File: src/tsr_pkg.sv
/*
 Package for the temperature sense, test register and reset block:
 register offsets, reset values, field positions, timing counts and the
 carrier structs. Assumes an 8-bit register port with 7-bit addresses,
 driven synchronously to a 100 MHz system clock.
*/
// What this block and its host do
// [RULE1] Writing one to the trigger bit starts a conversion; trigger reads zero.
// [RULE2] In-progress bit reads one during conversion, zero once it completes.
// [RULE3] Host keeps the receiver idle while a conversion runs.
// [RULE4] Temperature is an eight-bit read-only value, minus one degree per count.
// [RULE5] Sensitivity register: 0x1b normal (reset), 0x2d high sensitivity.
// [RULE6] Host sets first amp tuning to 0x5d for boost, 0x55 otherwise.
// [RULE7] Host sets second amp tuning to 0x7c for boost, 0x70 otherwise.
// [RULE8] Fading margin: 0x00 normal, 0x20 with correction on, 0x30 off.
// [RULE9] With correction on, offset equals signed register times 488 Hz.
// [RULE10] Power-on reset happens at supply; manual reset pin also accepted.
// [RULE11] Host waits at least 10 ms after power-on reset before access; the bench waits 4 clock cycles (40 ns).
// [RULE12] Host leaves the reset pin undriven during power-on reset; the bench drives rst_n low from time zero.
// [RULE13] Manual reset: pin high about 100 us, then host waits 5 ms; the bench holds rst_n low 16 cycles, then waits 4.
// [RULE14] Host may treat clock output activity as ready indication.
// [RULE15] Host polls in-progress bit until zero before reading temperature.
package tsr_pkg;

  // ----------------------------------------------------------------
  // Register offsets
  // ----------------------------------------------------------------
  localparam logic [6:0] OFS_TEMP_CTRL = 7'h4e;
  localparam logic [6:0] OFS_TEMP_RESULT = 7'h4f;
  localparam logic [6:0] OFS_LNA_SEL = 7'h58;
  localparam logic [6:0] OFS_AMP_FIRST = 7'h5a;
  localparam logic [6:0] OFS_AMP_SECOND = 7'h5c;
  localparam logic [6:0] OFS_GAIN_MARGIN = 7'h6f;
  localparam logic [6:0] OFS_LOW_BETA = 7'h71;

  // ----------------------------------------------------------------
  // Reset values and encodings
  // ----------------------------------------------------------------
  localparam logic [7:0] RST_LNA_SEL = 8'h1b;
  localparam logic [7:0] LNA_HIGH = 8'h2d;
  localparam logic [7:0] RST_AMP_FIRST = 8'h55;
  localparam logic [7:0] RST_AMP_SECOND = 8'h70;
  localparam logic [7:0] RST_GAIN_MARGIN = 8'h30;
  localparam logic [7:0] MARGIN_NORMAL = 8'h00;
  localparam logic [7:0] MARGIN_CORR_ON = 8'h20;
  localparam logic [7:0] RST_LOW_BETA = 8'h00;
  localparam logic [7:0] RST_TEMP_RESULT = 8'h00;

  // Temperature control layout: bits 7-4 read 0, bits 1-0 read 01
  localparam int TRIG_BIT = 3;
  localparam int BUSY_BIT = 2;
  localparam logic [1:0] CTRL_LOW_FIXED = 2'h1;

  // ----------------------------------------------------------------
  // Timing
  // ----------------------------------------------------------------
  localparam int CLK_PERIOD_NS = 10;
  localparam int CONV_TIME_NS = 100;
  localparam int CONV_CYCLES = (CONV_TIME_NS + CLK_PERIOD_NS - 1)
                               / CLK_PERIOD_NS;
  localparam int OFFSET_STEP_HZ = 488;

  // ----------------------------------------------------------------
  // Carriers
  // ----------------------------------------------------------------
  typedef struct packed {
    logic wr;
    logic rd;
    logic [6:0] addr;
    logic [7:0] wdata;
  } tsr_req_s;

  typedef struct packed {
    logic [7:0] lna_gain_select;
    logic [7:0] amp_tune_first;
    logic [7:0] amp_tune_second;
    logic [7:0] fading_margin_select;
    logic [7:0] low_index_offset;
  } tsr_tune_s;

  typedef enum logic [1:0] {
    TSR_IDLE = 2'b00,
    TSR_CONV = 2'b01,
    TSR_DONE = 2'b11
  } tsr_state_e;

endpackage

File: src/tsr_top.sv
/*
 Temperature sense control and result registers, test/tuning registers
 and reset release. Assumes a synchronous register port from the serial
 front end and an analog sensor sample presented on temp_sample_in.
*/
`timescale 1ns/10ps
module tsr_top
  import tsr_pkg::*;
(
  input wire logic sys_clk_in,
  input wire logic rst_n_in,
  input wire tsr_req_s req_in,
  input wire logic [7:0] temp_sample_in,
  input wire logic low_index_correction_enable_in,
  output logic [7:0] rdata_out,
  output logic rvalid_out,
  output logic temp_in_progress_out,
  output tsr_tune_s tune_out,
  output logic lna_high_sens_out,
  output logic margin_mismatch_out,
  output logic signed [17:0] freq_offset_hz_out
);

  // ----------------------------------------------------------------
  // Reset release
  // ----------------------------------------------------------------
  logic rst_meta_r;
  logic rst_sync_r;
  logic rst_n;

  // Power-on and pin reset both arrive on rst_n_in  [RULE10]
  always_ff @(posedge sys_clk_in or negedge rst_n_in) begin
    if (!rst_n_in) begin
      rst_meta_r <= 1'b0;
      rst_sync_r <= 1'b0;
    end else begin
      rst_meta_r <= 1'b1;
      rst_sync_r <= rst_meta_r;
    end
  end
  assign rst_n = rst_sync_r;

  // ----------------------------------------------------------------
  // Conversion engine
  // ----------------------------------------------------------------
  localparam int CW = $clog2(CONV_CYCLES + 1);
  localparam logic [CW-1:0] CONV_LAST = CW'(CONV_CYCLES - 1);

  tsr_state_e state_r, state_nxt;
  logic [CW-1:0] cnt_r, cnt_nxt;
  logic [7:0] temp_reading_r, temp_reading_nxt;
  logic trig;

  function automatic logic hit(input tsr_req_s r, input logic [6:0] a);
    hit = r.wr && (r.addr == a);
  endfunction

  assign trig = hit(req_in, OFS_TEMP_CTRL) && req_in.wdata[TRIG_BIT];

  always_comb begin
    state_nxt = state_r;
    cnt_nxt = cnt_r;
    temp_reading_nxt = temp_reading_r;
    case (state_r)
      TSR_IDLE: begin
        if (trig) begin  // [RULE1]
          state_nxt = TSR_CONV;
          cnt_nxt = '0;
        end
      end
      TSR_CONV: begin
        if (cnt_r == CONV_LAST) begin
          state_nxt = TSR_DONE;
        end else begin
          cnt_nxt = cnt_r + CW'(1);
        end
      end
      TSR_DONE: begin
        // Sensor counts down one step per degree  [RULE4]
        temp_reading_nxt = temp_sample_in;
        state_nxt = TSR_IDLE;
      end
      default: state_nxt = TSR_IDLE;
    endcase
  end

  always_ff @(posedge sys_clk_in or negedge rst_n) begin
    if (!rst_n) begin
      state_r <= TSR_IDLE;
      cnt_r <= '0;
      temp_reading_r <= RST_TEMP_RESULT;
    end else begin
      state_r <= state_nxt;
      cnt_r <= cnt_nxt;
      temp_reading_r <= temp_reading_nxt;
    end
  end

  // ----------------------------------------------------------------
  // Tuning registers
  // ----------------------------------------------------------------
  tsr_tune_s tune_r, tune_nxt;

  always_comb begin
    tune_nxt = tune_r;
    if (hit(req_in, OFS_LNA_SEL)) begin  // [RULE5]
      tune_nxt.lna_gain_select = req_in.wdata;
    end
    if (hit(req_in, OFS_AMP_FIRST)) begin
      tune_nxt.amp_tune_first = req_in.wdata;
    end
    if (hit(req_in, OFS_AMP_SECOND)) begin
      tune_nxt.amp_tune_second = req_in.wdata;
    end
    if (hit(req_in, OFS_GAIN_MARGIN)) begin  // [RULE8]
      tune_nxt.fading_margin_select = req_in.wdata;
    end
    if (hit(req_in, OFS_LOW_BETA)) begin  // [RULE9]
      tune_nxt.low_index_offset = req_in.wdata;
    end
  end

  always_ff @(posedge sys_clk_in or negedge rst_n) begin
    if (!rst_n) begin
      tune_r.lna_gain_select <= RST_LNA_SEL;  // [RULE5]
      tune_r.amp_tune_first <= RST_AMP_FIRST;
      tune_r.amp_tune_second <= RST_AMP_SECOND;
      tune_r.fading_margin_select <= RST_GAIN_MARGIN;  // [RULE8]
      tune_r.low_index_offset <= RST_LOW_BETA;  // [RULE9]
    end else begin
      tune_r <= tune_nxt;
    end
  end

  // ----------------------------------------------------------------
  // Read port and registered outputs
  // ----------------------------------------------------------------
  logic [7:0] rdata_nxt;
  logic busy_nxt;
  logic lna_high_nxt;
  logic mismatch_nxt;
  logic signed [17:0] offset_nxt;
  logic [7:0] ctrl_view;

  // Trigger field never stored, so it always reads zero  [RULE1]
  assign ctrl_view = {4'h0, 1'b0, (state_nxt != TSR_IDLE),
                      CTRL_LOW_FIXED};

  always_comb begin
    rdata_nxt = 8'h00;
    case (req_in.addr)
      OFS_TEMP_CTRL: rdata_nxt = ctrl_view;  // [RULE2]
      OFS_TEMP_RESULT: rdata_nxt = temp_reading_r;  // [RULE4]
      OFS_LNA_SEL: rdata_nxt = tune_r.lna_gain_select;
      OFS_AMP_FIRST: rdata_nxt = tune_r.amp_tune_first;
      OFS_AMP_SECOND: rdata_nxt = tune_r.amp_tune_second;
      OFS_GAIN_MARGIN: rdata_nxt = tune_r.fading_margin_select;
      OFS_LOW_BETA: rdata_nxt = tune_r.low_index_offset;
      default: rdata_nxt = 8'h00;
    endcase
    busy_nxt = (state_nxt != TSR_IDLE);  // [RULE2]
    lna_high_nxt = (tune_nxt.lna_gain_select == LNA_HIGH);  // [RULE5]
    // Flags a margin setting that does not suit the correction mode
    mismatch_nxt = (tune_nxt.fading_margin_select != MARGIN_NORMAL) &&
      (tune_nxt.fading_margin_select != (low_index_correction_enable_in ?
        MARGIN_CORR_ON : RST_GAIN_MARGIN));  // [RULE8]
    // Signed byte scaled by the step; zero while correction is off
    offset_nxt = low_index_correction_enable_in ?
      18'(signed'(tune_nxt.low_index_offset) * 18'sd488) :
      18'sd0;  // [RULE9]
  end

  always_ff @(posedge sys_clk_in or negedge rst_n) begin
    if (!rst_n) begin
      rdata_out <= 8'h00;
      rvalid_out <= 1'b0;
      temp_in_progress_out <= 1'b0;
      tune_out <= '0;
      lna_high_sens_out <= 1'b0;
      margin_mismatch_out <= 1'b0;
      freq_offset_hz_out <= 18'sd0;
    end else begin
      rdata_out <= rdata_nxt;
      rvalid_out <= req_in.rd;
      temp_in_progress_out <= busy_nxt;
      tune_out <= tune_nxt;
      lna_high_sens_out <= lna_high_nxt;
      margin_mismatch_out <= mismatch_nxt;
      freq_offset_hz_out <= offset_nxt;
    end
  end

  // ----------------------------------------------------------------
  // Checks
  // ----------------------------------------------------------------
  AST_TRIG_STARTS: assert property (  // [RULE1]
    @(posedge sys_clk_in) disable iff (!rst_n)
    (state_r == TSR_IDLE && trig) |=> temp_in_progress_out)
    else $error("Trigger did not start conversion");

  AST_TRIG_READS_ZERO: assert property (  // [RULE1]
    @(posedge sys_clk_in) disable iff (!rst_n)
    (req_in.rd && req_in.addr == OFS_TEMP_CTRL) |=> !rdata_out[TRIG_BIT])
    else $error("Trigger bit read back as one");

  AST_BUSY_ENDS: assert property (  // [RULE2]
    @(posedge sys_clk_in) disable iff (!rst_n)
    $rose(temp_in_progress_out) |-> ##[1:20] !temp_in_progress_out)
    else $error("Conversion never completed");

  // Busy lasts the count plus the capture cycle, no more, no less
  AST_BUSY_LENGTH: assert property (  // [RULE2]
    @(posedge sys_clk_in) disable iff (!rst_n)
    $rose(temp_in_progress_out) |->
      ##10 temp_in_progress_out ##1 !temp_in_progress_out)
    else $error("Conversion length wrong");

  AST_BUSY_READBACK: assert property (  // [RULE2]
    @(posedge sys_clk_in) disable iff (!rst_n)
    (req_in.rd && req_in.addr == OFS_TEMP_CTRL) |=>
      rdata_out[BUSY_BIT] == temp_in_progress_out)
    else $error("Busy bit disagrees with status output");

  AST_CTRL_FIXED: assert property (  // [RULE2]
    @(posedge sys_clk_in) disable iff (!rst_n)
    (req_in.rd && req_in.addr == OFS_TEMP_CTRL) |=>
      (rdata_out[7:4] == 4'h0 && rdata_out[1:0] == CTRL_LOW_FIXED))
    else $error("Fixed control bits wrong");

  // Counter never runs past its last value
  AST_CNT_BOUND: assert property (  // [RULE2]
    @(posedge sys_clk_in) disable iff (!rst_n)
    cnt_r <= CONV_LAST)
    else $error("Conversion counter out of range");

  AST_RESULT_STABLE: assert property (  // [RULE4]
    @(posedge sys_clk_in) disable iff (!rst_n)
    (state_r != TSR_DONE) |=> $stable(temp_reading_r))
    else $error("Result changed outside completion");

  AST_RESULT_LOAD: assert property (  // [RULE4]
    @(posedge sys_clk_in) disable iff (!rst_n)
    (state_r == TSR_DONE) |=> temp_reading_r == $past(temp_sample_in))
    else $error("Result not taken from sensor");

  AST_LNA_FLAG: assert property (  // [RULE5]
    @(posedge sys_clk_in) disable iff (!rst_n)
    lna_high_sens_out == (tune_out.lna_gain_select == LNA_HIGH))
    else $error("Sensitivity flag mismatch");

  AST_LNA_WRITE: assert property (  // [RULE5]
    @(posedge sys_clk_in) disable iff (!rst_n)
    hit(req_in, OFS_LNA_SEL) |=>
      tune_out.lna_gain_select == $past(req_in.wdata))
    else $error("Sensitivity write lost");

  AST_MARGIN_RESET: assert property (  // [RULE8]
    @(posedge sys_clk_in) disable iff (!rst_n)
    $rose(rst_n) |-> tune_r.fading_margin_select == RST_GAIN_MARGIN)
    else $error("Margin reset value wrong");

  // Normal margin suits either correction mode
  AST_MARGIN_NORMAL_OK: assert property (  // [RULE8]
    @(posedge sys_clk_in) disable iff (!rst_n)
    (tune_out.fading_margin_select == MARGIN_NORMAL) |-> !margin_mismatch_out)
    else $error("Normal margin flagged");

  AST_OFFSET_OFF: assert property (  // [RULE9]
    @(posedge sys_clk_in) disable iff (!rst_n)
    !low_index_correction_enable_in |=> freq_offset_hz_out == 18'sd0 ||
      low_index_correction_enable_in)
    else $error("Offset applied with correction off");

  AST_OFFSET_SCALE: assert property (  // [RULE9]
    @(posedge sys_clk_in) disable iff (!rst_n)
    (low_index_correction_enable_in && $stable(tune_r)) |=>
      freq_offset_hz_out == 18'(signed'(tune_out.low_index_offset) * 18'sd488))
    else $error("Offset scaling wrong");

  AST_READ_ANSWER: assert property (  // [RULE4]
    @(posedge sys_clk_in) disable iff (!rst_n)
    req_in.rd |=> rvalid_out)
    else $error("Read not answered");

  // Stays active during reset so a stuck status flop is caught
  AST_RESET_SYNC: assert property (  // [RULE10]
    @(posedge sys_clk_in)
    !rst_n |-> !temp_in_progress_out)
    else $error("Busy set while in reset");

endmodule
File: config.mk
export PLATFORM = sky130hd
export DESIGN_NAME = tsr_top
export DESIGN_NICKNAME = d
export VERILOG_FILES = /design/src/tsr_pkg.sv /design/src/tsr_top.sv
export SDC_FILE = /design/constraint.sdc
export NUM_CORES = 1
export LEC_CHECK = 0
export BUFFER_PORTS_ARGS = -buffer_cell sky130_fd_sc_hd__buf_4
export CELL_PAD_IN_SITES_DETAIL_PLACEMENT = 1
export CELL_PAD_IN_SITES_GLOBAL_PLACEMENT = 1
export CORE_MARGIN = 1.5
export CORE_UTILIZATION = 41
export DETAILED_ROUTE_END_ITERATION = 6
export GPL_ROUTABILITY_DRIVEN = 0
export GPL_TIMING_DRIVEN = 0
export PLACE_DENSITY = 0.83
export SYNTH_ARGS = -nofsm -noshare
export SYNTH_HDL_FRONTEND = slang
export SYNTH_SLANG_ARGS = --single-unit
File: constraint.sdc
create_clock -name sys_clk_in -period 3.25 [get_ports sys_clk_in]
set_input_delay 0.1625 -clock sys_clk_in [delete_from_list [all_inputs] [get_ports sys_clk_in]]
set_output_delay 0.1625 -clock sys_clk_in [all_outputs]
set_load 0.01 [all_outputs]
=== Word-level counts from Yosys, hierarchy flattened ===
Index checks and enable logic that the tools add are counted.

* Flip-flop bits (word level): 118
* Word-level logic and storage cells: 63

* $add $sub $neg: 1
* Multipliers: 1
* Equal/unequal tests: 14
* Mux-type cells: 14
* Reductions and logical operators: 13

{| class="wikitable"
|+ Operators by type and width
! cell !! number
|-
| $pmux 8 s7 || 1
|-
| $eq 7x7->1 const B || 7
|-
| $mux 8 || 5
|-
| $mux 18 || 1
|-
| $mul 8x7->15 const B || 1
|-
| $eq 8x6->1 const B || 1
|-
| $logic_and 1x1->1 || 8
|-
| $mux 4 || 2
|-
| $ne 8x6->1 || 1
|-
| $pmux 4 s2 || 1
|-
| $reduce_bool 8->1 || 1
|-
| $mux 5 || 1
|-
| $add 4x1->4 const B || 1
|-
| $eq 4x4->1 const B || 1
|-
| $mux 2 || 2
|-
| $ne 2x2->1 const B || 2
|-
| $pmux 2 s2 || 1
|-
| $reduce_bool 2->1 || 2
|-
| $reduce_and 3->1 || 1
|-
| $eq 2x1->1 const B || 1
|-
| $eq 2x2->1 const B || 1
|-
| $logic_not 2->1 || 1
|}

=== Depth between registers and ports, before layout ===
Gate-level depths: netlist of run 1.

* Depth in word-level cells: 7
* Gate-level depth with buffers: 19

=== Least setup slack after synthesis of run 1 ===
Ideal clock, no wire load.

* Kind: input to register
* Start: input req_in[9] (netlist bit)
* End: register freq_offset_hz_out[15]
* Library setup time: 122 ps
* Data arrival time: 4517 ps
* Data required time: 3128 ps
* Setup slack: -1389 ps
* Cell stages on the path: 18
* Path through: nand2b_1 nor4_4 nand3_2 clkbuf_1 mux2_2 ha_1 ha_1 xor2_1 fa_1 inv_1 fa_1 inv_1 ha_1 o211a_1 a2111o_1 a31oi_1 xor2_1 nor2_1

{| class="wikitable"
|+ RTL lines
! element !! line !! source
|-
| start, declared || tsr_top.sv:12 || <nowiki>input wire tsr_req_s req_in,</nowiki>
|-
| end signal, assigned || tsr_top.sv:189 || <nowiki>freq_offset_hz_out <= offset_nxt;</nowiki>
|-
| end, declared || tsr_top.sv:21 || <nowiki>output logic signed [17:0] freq_offset_hz_out</nowiki>
|}

==> metrics, run 1 <==
CTS Sinks 96; post-synthesis sequential area ratio 44.2%; crit path launch req_in[9]; Final HPWL DP 11,100 um; endpoints failing setup 10; Internal 2590 uW; worst slew pin tran 0.738 ns; switching pwr 1230 uW; Sw Ratio 32.2%; RSZ-0062 raised after global routing true; synthesized cell area 5470 sq um; routed len/inst 19.3 um; PwrDens 522 nW/um^2; Tmin final 4.20 ns; cell taking the most area after synthesis dfrtp_1; part of the power in registers 37.9%; max_cap viols 0; mux cell area share after synthesis 14.0%; syn_area_per_cell 11.6 sq um; io pins 98; Setup Skew 0.00860 ns; # fillers 1,382; DRT iter0 DRCs 180; number of synthesized flops with an enable pin 0; combinational family with the most area after synthesis multiplexers; global route overflow 0; pre-CTS setup slack -1.50 ns; first-pass GRT wire length 23,900 um; Final Non-Filler Cells 779; fin crit share 129%; Hold Crit Start temp_sample_in[3]; DR vias 4,054; Fmax 238 MHz; Die Area 14,000 sq um; WP data arrival 4.44 ns; fraction of registers with async set/reset 100%; Core ar. 13,100 sq um; crit path cell chain buf_8, nand2b_4, nor4_4, nand3_4, clkbuf_16, mux2_4, ha_4, inv_2, fa_1, inv_2, ha_4, a21oi_4, fa_1, inv_2, ha_4, o211a_1, a2111o_1, a31oi_1, xor2_1, nor2_1; CP Launch Type primary input; Worst-Skew Late Latency 0.36 ns; critical path type in -> reg; CTS buffer count 9; CTS tree done; final core occ 55.8%; Initial DRT Pass Iterations 4; Ys Warns 0; max incr delay on CP 0.54 ns; RR Endpoint freq_offset_hz_out[15]$_DFF_PN0_; Mapped Cells 471; Critical Path Slowest Stage Cell fa_1; largest net degree at the start of global routing 56; FF-to-FF path depth 15; die width 118 um; Critical Path Fanout Max 7; failing checks negative setup slack; fraction of layout cells with a size suffix above 1 46.4%; Clock Tree Root clkbuf_16; top-area cell type share of the netlist area 38.0%; reg2reg setup slack -0.73 ns; placed insts 738; FF+latch count, synth 96; NumNets Final 675; Final Hold Viols 0; Worst setup EP type flip-flop; Netlist cell types 57; I/O Buffers 88; Final WS setup -0.953 ns; Bufs on Longest Clock Path 2; combinational fraction of design power 33.2%; Peak VDD IR 0.242 mV; final WL 15,100 um; number of global-route vias before repair 4,533; Hold Path Class in -> reg; Synth Area in XOR/XNOR 3.84%; die height 118 um; Max Slew Vio Count 0; clock network power share 28.9%; synth top area cells dfrtp_1, mux2_2, ha_1; Worst Path Required 3.49 ns; Leak 0.00364 uW; clock-pin slew on the worst setup and hold paths 0.07 ns; htree depth 3; row count 42; run status finished, violations left; worst setup path endpoint freq_offset_hz_out[15]$_DFF_PN0_; Synth Area in Compound Gates 8.30%; R2R Path Start tune_out[1]$_DFF_PN0_; DRT antenna net count 0; DP Area 6640 sq um; GRT Total Usage 22.1%; DRC viols 0; DR vias/cell 5.20; initial antenna violation count 0; initial core utilization 41.6%; Adder-Cell Fraction of Synth Area 13.3%; Max-slew headroom 50.8%; simple-gate area share of the yosys netlist 8.67%; Diodes inserted 0; Layout area overhead 34.1%; Synth Flop Type dfrtp_1; fin area 7330 sq um
## Yosys cell counts (all sizes together), types with 2 or more instances
cell type,number
dfrtp,83
mux2,51
inv,38
ha,34
buf,33
nor2,22
mux2i,19
fa,15
nand2,14
xnor2,14
dfstp,13
a21oi,12
o21ai,11
xor2,10
o22ai,9
a21o,8
and2,8
clkbuf,8
nand3,8
nor3,8
nor2b,7
a221o,6
a31oi,4
nand2b,4
a211o,2
a41oi,2
conb,2
nor3b,2
nor4,2
## metrics by stage
step,hold slack (ns),total power [uW],setup TNS [ns]
floorplan,-0.133,2190,-6.58
global placement,-0.0545,2490,-62.90
detailed placement,-0.0519,2570,-11.63
CTS,0.0309,3740,-6.08
global route,0.0387,4010,-7.68
finish,0.0404,3830,-6.34
## logic make-up after synthesis
group / after synthesis
AO/OA/AOI/OAI: 66
XOR/XNOR: 24
adder cells (fa/ha/maj): 49
buffers and inverters: 80
flip-flops: 96
multiplexers: 70
other: 2
AND/OR/NAND/NOR: 84
## power by group through the flow
stage	Sequential (uW)	Combinational, uW	Clock, uW
after floorplan	1470	716	0
after global placement	1470	1020	0
after detailed placement	1470	1100	0
after CTS	1450	1160	1130
after global routing	1470	1370	1170
final	1450	1270	1110
## layer usage
| metal | track usage (%) | wire (um) | vias up |
|---|---|---|---|
| li1 | - | - | 1856 |
| met1 | 24.9 | 5840 | 2072 |
| met2 | 40.7 | 8320 | 97 |
| met3 | 4.63 | 516 | 29 |
| met4 | 9.11 | 396 | 0 |
| met5 | 0 | 0 | - |
## placed cells by master, fill, tap and decap left out, types with 8 or more instances in the layout
master / n
ha_1: 17
o22ai_1: 9
fa_1: 15
inv_2: 8
a21o_1: 8
nor2_1: 20
clkbuf_16: 10
mux2i_1: 19
buf_4: 137
mux2_2: 48
dfstp_2: 13
xnor2_1: 13
dfrtp_1: 82
a21oi_1: 8
ha_4: 16
nand2_1: 13
inv_1: 30
## layout make-up
cell class	count	area, sq um	share of cell area (%)
well taps	176	220	3.00
clock buffers	9	225	3.07
repair buffers	114	892	12.2
multi-input cells	297	3060	41.7
flip-flops and latches	96	2420	33.0
plain buffers	41	289	3.94
clock inverters	7	78.8	1.08
inverters	39	146	2.00
## worst max-delay path: cells and delay by family
kind                     cells  cell delay (ns)
XOR/XNOR                     1             0.16
multiplexers                 1             0.32
AO/OA/AOI/OAI                4             0.82
adder cells (fa/ha/maj)      5             1.86
AND/OR/NAND/NOR              4             0.65
buffers and inverters        5             0.45
## worst min-delay path by stage
stage                                    end  slack (ns)  cells after the start
5_1_grt        temp_reading_r[0]$_DFFE_PN0N_        0.04                      2
4_1_cts        temp_reading_r[3]$_DFFE_PN0N_        0.03                      2
6_report       temp_reading_r[3]$_DFFE_PN0N_        0.04                      2
2_1_floorplan           rst_meta_r$_DFF_PN0_       -0.13                      0
3_5_place_dp            rst_meta_r$_DFF_PN0_       -0.05                      1
3_3_place_gp            rst_meta_r$_DFF_PN0_       -0.05                      1
## repair_timing
action | in CTS | in global routing
setup endpoints to repair | 10 | 10
cloned | 0 | 0
pin swaps | 13 | 20
resized for setup | 15 | 19
hold endpoints to repair | 3 | 0
hold buffers | 2 | 0
buffers inserted | 13 | 10
## state kept, by name, summed over array words and instances (netlist names), 2 cells and up
name,flops
tune_r,13
rdata_out,8
temp_reading_r,8
state_r,2
freq_offset_hz_out,15
cnt_r,4
tune_out,40
Note: power is estimated with default switching activity, not from simulation.
==> run 2, diff against run 1 <==
--- a/config.mk
+++ b/config.mk
@@ -14,6 +14,7 @@
 export GPL_ROUTABILITY_DRIVEN = 0
 export GPL_TIMING_DRIVEN = 0
 export PLACE_DENSITY = 0.83
+export SKIP_LAST_GASP = 1
 export SYNTH_ARGS = -nofsm -noshare
 export SYNTH_HDL_FRONTEND = slang
 export SYNTH_SLANG_ARGS = --single-unit
==> metrics, run 2 (synthesis results as in run 1) <==
run status finished, violations left; failing checks negative setup slack; first-pass GRT wire length 23,900 um; WP buf/inv 5; CTS tree done; CTS Sinks 96; Max-slew headroom 50.8%; global route overflow 0; worst slew pin tran 0.738 ns; DR vias 4,091; endpoints failing setup 10; part of the power in registers 37.8%; Hold Crit Start temp_sample_in[3]; I/O Buffers 88; most frequent cells in the layout buf_4, dfrtp_1, mux2_2; Bufs on Longest Clock Path 2; Diodes inserted 0; clock network power share 28.9%; WL met2 8420 um; Initial DRT Pass Iterations 4; clock-pin slew on the worst setup and hold paths 0.07 ns; DRT iter0 DRCs 136; fin area 7320 sq um; fraction of layout cells with a size suffix above 1 46.4%; switching pwr 1240 uW; FF/Latch Area 2420 sq um; RSZ-0062 raised after global routing true; crit-path leading delay family adder cells; row count 42; GRT Total Usage 22.1%; Leak 0.00365 uW; Fmax 236 MHz; Setup Skew 0.00854 ns; Worst-Skew Late Latency 0.36 ns; combinational fraction of design power 33.3%; Fin Hold WS 0.0413 ns; fin crit share 130%; highest metal used met4; Clock Tree Root clkbuf_16; Sw Ratio 32.3%; Top reg by flops tune_out; DR vias/cell 5.24; Die Area 14,000 sq um; Post-Route M1 WL 5870 um; max_cap viols 0; die height 118 um; final WL 15,300 um; # fillers 1,386; max incr delay on CP 0.54 ns; crit path cell chain buf_8, nand2b_4, nor4_4, nand3_4, clkbuf_16, mux2_4, ha_4, inv_2, fa_1, inv_2, ha_4, a21oi_4, fa_1, inv_2, ha_4, a21o_1, a2111o_1, a31oi_1, xor2_1, nor2_1; Hold Path Class in -> reg; critical path type in -> reg; Critical Path Fanout Max 7; htree depth 3; Internal 2600 uW; CTS buffer count 9; Final Hold Viols 0; metal3 WL 575 um; largest net degree at the start of global routing 56; Max Slew Vio Count 0; Tmin final 4.24 ns; Layout area overhead 33.9%; Final HPWL DP 11,100 um; max reg flops 40; area occupied by multi-input gates 3040 sq um; CP Launch Type primary input; Core ar. 13,100 sq um; setup TNS -6.64 ns; routed len/inst 19.6 um; biggest regs tune_out x40, freq_offset_hz_out x15, tune_r x13; crit path launch req_in[9]; initial core utilization 41.6%; Critical Path Slowest Stage Cell fa_1; io pins 98; DRC viols 0; Final WS setup -0.988 ns; WP data arrival 4.48 ns; commonest non-fill, non-tap cell in the layout buf_4; final core occ 55.8%; DRT antenna net count 0; Worst setup EP type flip-flop; NumNets Final 676; initial antenna violation count 0; Worst Path Required 3.49 ns; R2R Path Start tune_out[1]$_DFF_PN0_; number of global-route vias before repair 4,525; DP Area 6640 sq um; Peak VDD IR 0.231 mV; die width 118 um; PwrDens 523 nW/um^2
run 2: layer usage:
layer	track usage, %	vias up
met5	0	-
met3	4.58	29
met4	8.89	0
li1	-	1860
met1	24.9	2097
met2	40.7	105
run 2: power groups by stage:
stage                     registers (uW)  logic, uW  clock network (uW)
after floorplan                     1470        716                   0
after global placement              1470       1020                   0
after detailed placement            1470       1100                   0
after CTS                           1450       1150                1130
after global routing                1470       1380                1170
final                               1450       1280                1110
run 2: worst reg2reg max path, stage by stage, from the launching register on:
cell	delay (ns)
dfrtp_1	0.42
mux2_2	0.37
ha_4	0.30
inv_2	0.04
fa_1	0.52
inv_2	0.05
ha_4	0.29
a21oi_4	0.06
fa_1	0.54
inv_2	0.06
ha_4	0.23
a21o_1	0.21
a2111o_1	0.37
a31oi_1	0.23
xor2_1	0.16
nor2_1	0.05
run 2: path summary, 6_finish.rpt:
kind | to | slack [ns] | cells after the start
worst max-delay path | freq_offset_hz_out[15]$_DFF_PN0_ | -0.99 | 20
min in group asynchronous | rst_meta_r$_DFF_PN0_ | 0.15 | 2
worst max register to register | freq_offset_hz_out[15]$_DFF_PN0_ | -0.76 | 15
worst min register to register | rst_n$_DFF_PN0_ | 0.36 | 0
max in group asynchronous | tune_r[32]$_DFF_PN1_ | 2.13 | 1
worst min-delay path | temp_reading_r[3]$_DFFE_PN0N_ | 0.04 | 2
run 2: layout make-up:
| class | count | share of cell area (%) |
|---|---|---|
| Clock inverter | 7 | 1.08 |
| Timing Repair Buffer | 115 | 12.3 |
| Tap cell | 176 | 3.01 |
| Sequential cell | 96 | 33.1 |
| Inverter | 39 | 2.00 |
| Clock buffer | 9 | 3.07 |
| Buffer | 41 | 3.95 |
| Multi-Input combinational cell | 297 | 41.5 |
run 2: what timing repair did:
| item | in CTS | in global routing |
|---|---|---|
| endpoints found under the setup margin | 10 | 10 |
| hold buffers | 2 | 0 |
| pin swaps | 13 | 20 |
| setup buffers | 13 | 11 |
| hold endpoints to repair | 3 | 0 |
| resized for setup | 12 | 20 |
run 2: stage by stage:
step	total power, uW	worst slack (ns)	std cells
floorplan	2190	-0.992	473
global placement	2490	-1.39	737
detailed placement	2570	-1.50	738
CTS	3730	-0.919	769
global route	4020	-1.12	780
finish	3830	-0.988	780
==> run 3, diff against run 2 <==
==> constraint.sdc (replaced) <==
create_clock -name sys_clk_in -period 4.3 [get_ports sys_clk_in]
set_input_delay 0.215 -clock sys_clk_in [delete_from_list [all_inputs] [get_ports sys_clk_in]]
set_output_delay 0.215 -clock sys_clk_in [all_outputs]
set_load 0.01 [all_outputs]
==> metrics, run 3 (synthesis results as in run 1) <==
I/O Buffers 88; htree depth 3; Clock Tree Root clkbuf_16; commonest non-fill, non-tap cell in the layout buf_4; die height 118 um; Final Non-Filler Cells 768; GRT Total Usage 22.9%; CTS Sinks 96; NumNets Final 664; Core ar. 13,100 sq um; FF/Latch Area 2420 sq um; DRC viols 0; placed insts 738; failing checks negative setup slack; final WL 15,400 um; number of global-route vias before repair 4,606; WP data arrival 4.54 ns; clock-pin slew on the worst setup and hold paths 0.07 ns; Leak 0.00361 uW; die width 118 um; Layout area overhead 30.2%; CTS tree done; crit path cell chain buf_6, nand2b_4, nor4_4, nand3_4, buf_4, mux2_4, ha_2, ha_1, inv_1, fa_1, inv_1, ha_4, xor2_4, ha_4, a211o_1, a2111o_1, a31oi_1, xor2_1, nor2_1; io pins 98; Diodes inserted 0; initial antenna violation count 0; Worst-Skew Late Latency 0.35 ns; first-pass GRT wire length 24,700 um; R2R Path Start tune_out[2]$_DFF_PN0_; Hold Crit Start temp_sample_in[4]; Top reg by flops tune_out; max reg flops 40; Initial DRT Pass Iterations 4; Tmin final 4.30 ns; run status finished, violations left; Max Slew Vio Count 0; fraction of layout cells with a size suffix above 1 42.6%; Final WS setup -0.00362 ns; FF-to-FF path depth 14; pre-CTS setup slack -0.611 ns; max incr delay on CP 0.51 ns; Setup Skew 0.00423 ns; Worst setup EP type flip-flop; RSZ-0062 raised after global routing true; row count 42; Critical Path Slowest Stage Cell fa_1; routed len/inst 20.0 um; worst setup path endpoint freq_offset_hz_out[15]$_DFF_PN0_; Worst Path Required 4.54 ns; fin crit share 100%; RR Endpoint freq_offset_hz_out[15]$_DFF_PN0_; Fmax 232 MHz; Final Hold Viols 0; DR vias/cell 5.23; Final HPWL DP 10,900 um; reg2reg setup slack 0.37 ns; global route overflow 0; critical path type in -> reg; CTS buffer count 9; max_cap viols 0; Peak VDD IR 0.195 mV; Max-slew headroom 50.7%; area occupied by multi-input gates 2890 sq um; Die Area 14,000 sq um; Bufs on Longest Clock Path 2; DRT antenna net count 0; Power Total 2890 uW; DR vias 4,020; CP Launch Type primary input; Fin Hold WS 0.0964 ns; Hold Path Class in -> reg; most frequent cells in the layout buf_4, dfrtp_1, mux2_2; worst slew pin tran 0.740 ns; endpoints failing setup 1; biggest regs tune_out x40, freq_offset_hz_out x15, tune_r x13; PwrDens 406 nW/um^2; DRT iter0 DRCs 286; Critical Path Fanout Max 5; setup TNS -0.00362 ns; # fillers 1,388; crit path launch req_in[9]; initial core utilization 41.6%; largest net degree at the start of global routing 49
-- run 3: report_power, final --
| part | internal (uW) | switching [uW] |
|---|---|---|
| registers | 1010 | 88.8 |
| clock network | 586 | 353 |
| logic | 423 | 430 |
-- run 3: through the flow --
stage	util (%)	area, sq um
after floorplan	-	5620
after global placement	49.5	6500
after detailed placement	49.7	6530
after CTS	53.6	7040
after global routing	54.2	7120
final	54.2	7120
-- run 3: worst min path at each step --
stage	end	slack [ns]	cells past startpoint
finish	temp_reading_r[4]$_DFFE_PN0N_	0.1	2
CTS	temp_reading_r[4]$_DFFE_PN0N_	0.09	2
floorplan	rst_meta_r$_DFF_PN0_	-0.08	0
detailed placement	rst_meta_r$_DFF_PN0_	0.00004	1
global route	temp_reading_r[7]$_DFFE_PN0N_	0.10	2
global placement	rst_meta_r$_DFF_PN0_	-0.002	1
-- run 3: routing by layer --
metal	routed length, um	vias to the layer above	GRT usage (%)
li1	-	1825	-
met2	8350	109	41.5
met1	5930	2056	26.3
met4	422	0	10.0
met3	669	30	4.10
met5	0	-	0
-- run 3: worst max-delay path, delay by kind of cell --
kind	cells	cell delay (ns)
simple gates	4	0.73
xor+xnor	2	0.33
mux	1	0.34
buf+inv	4	0.42
compound gates	3	0.95
fa+ha+maj	5	1.56
-- run 3: final cells by class --
cell class                 instances  area share, %
sequential                        96           34.0
clock inverter                     5           1.46
multi-input combinational        297           40.6
buffer                            41           4.06
timing repair buffer             103           11.3
tap                              176           3.09
clock buffer                      11           3.41
inverter                          39           2.06
-- run 3: repair_timing --
action | CTS | global route
gates resized for setup | 13 | 12
endpoints found under the setup margin | 5 | 4
gates cloned | 0 | 0
pin swaps | 12 | 6
hold endpoints to repair | 3 | 0
hold buffers | 2 | 0
setup buffers | 8 | 4
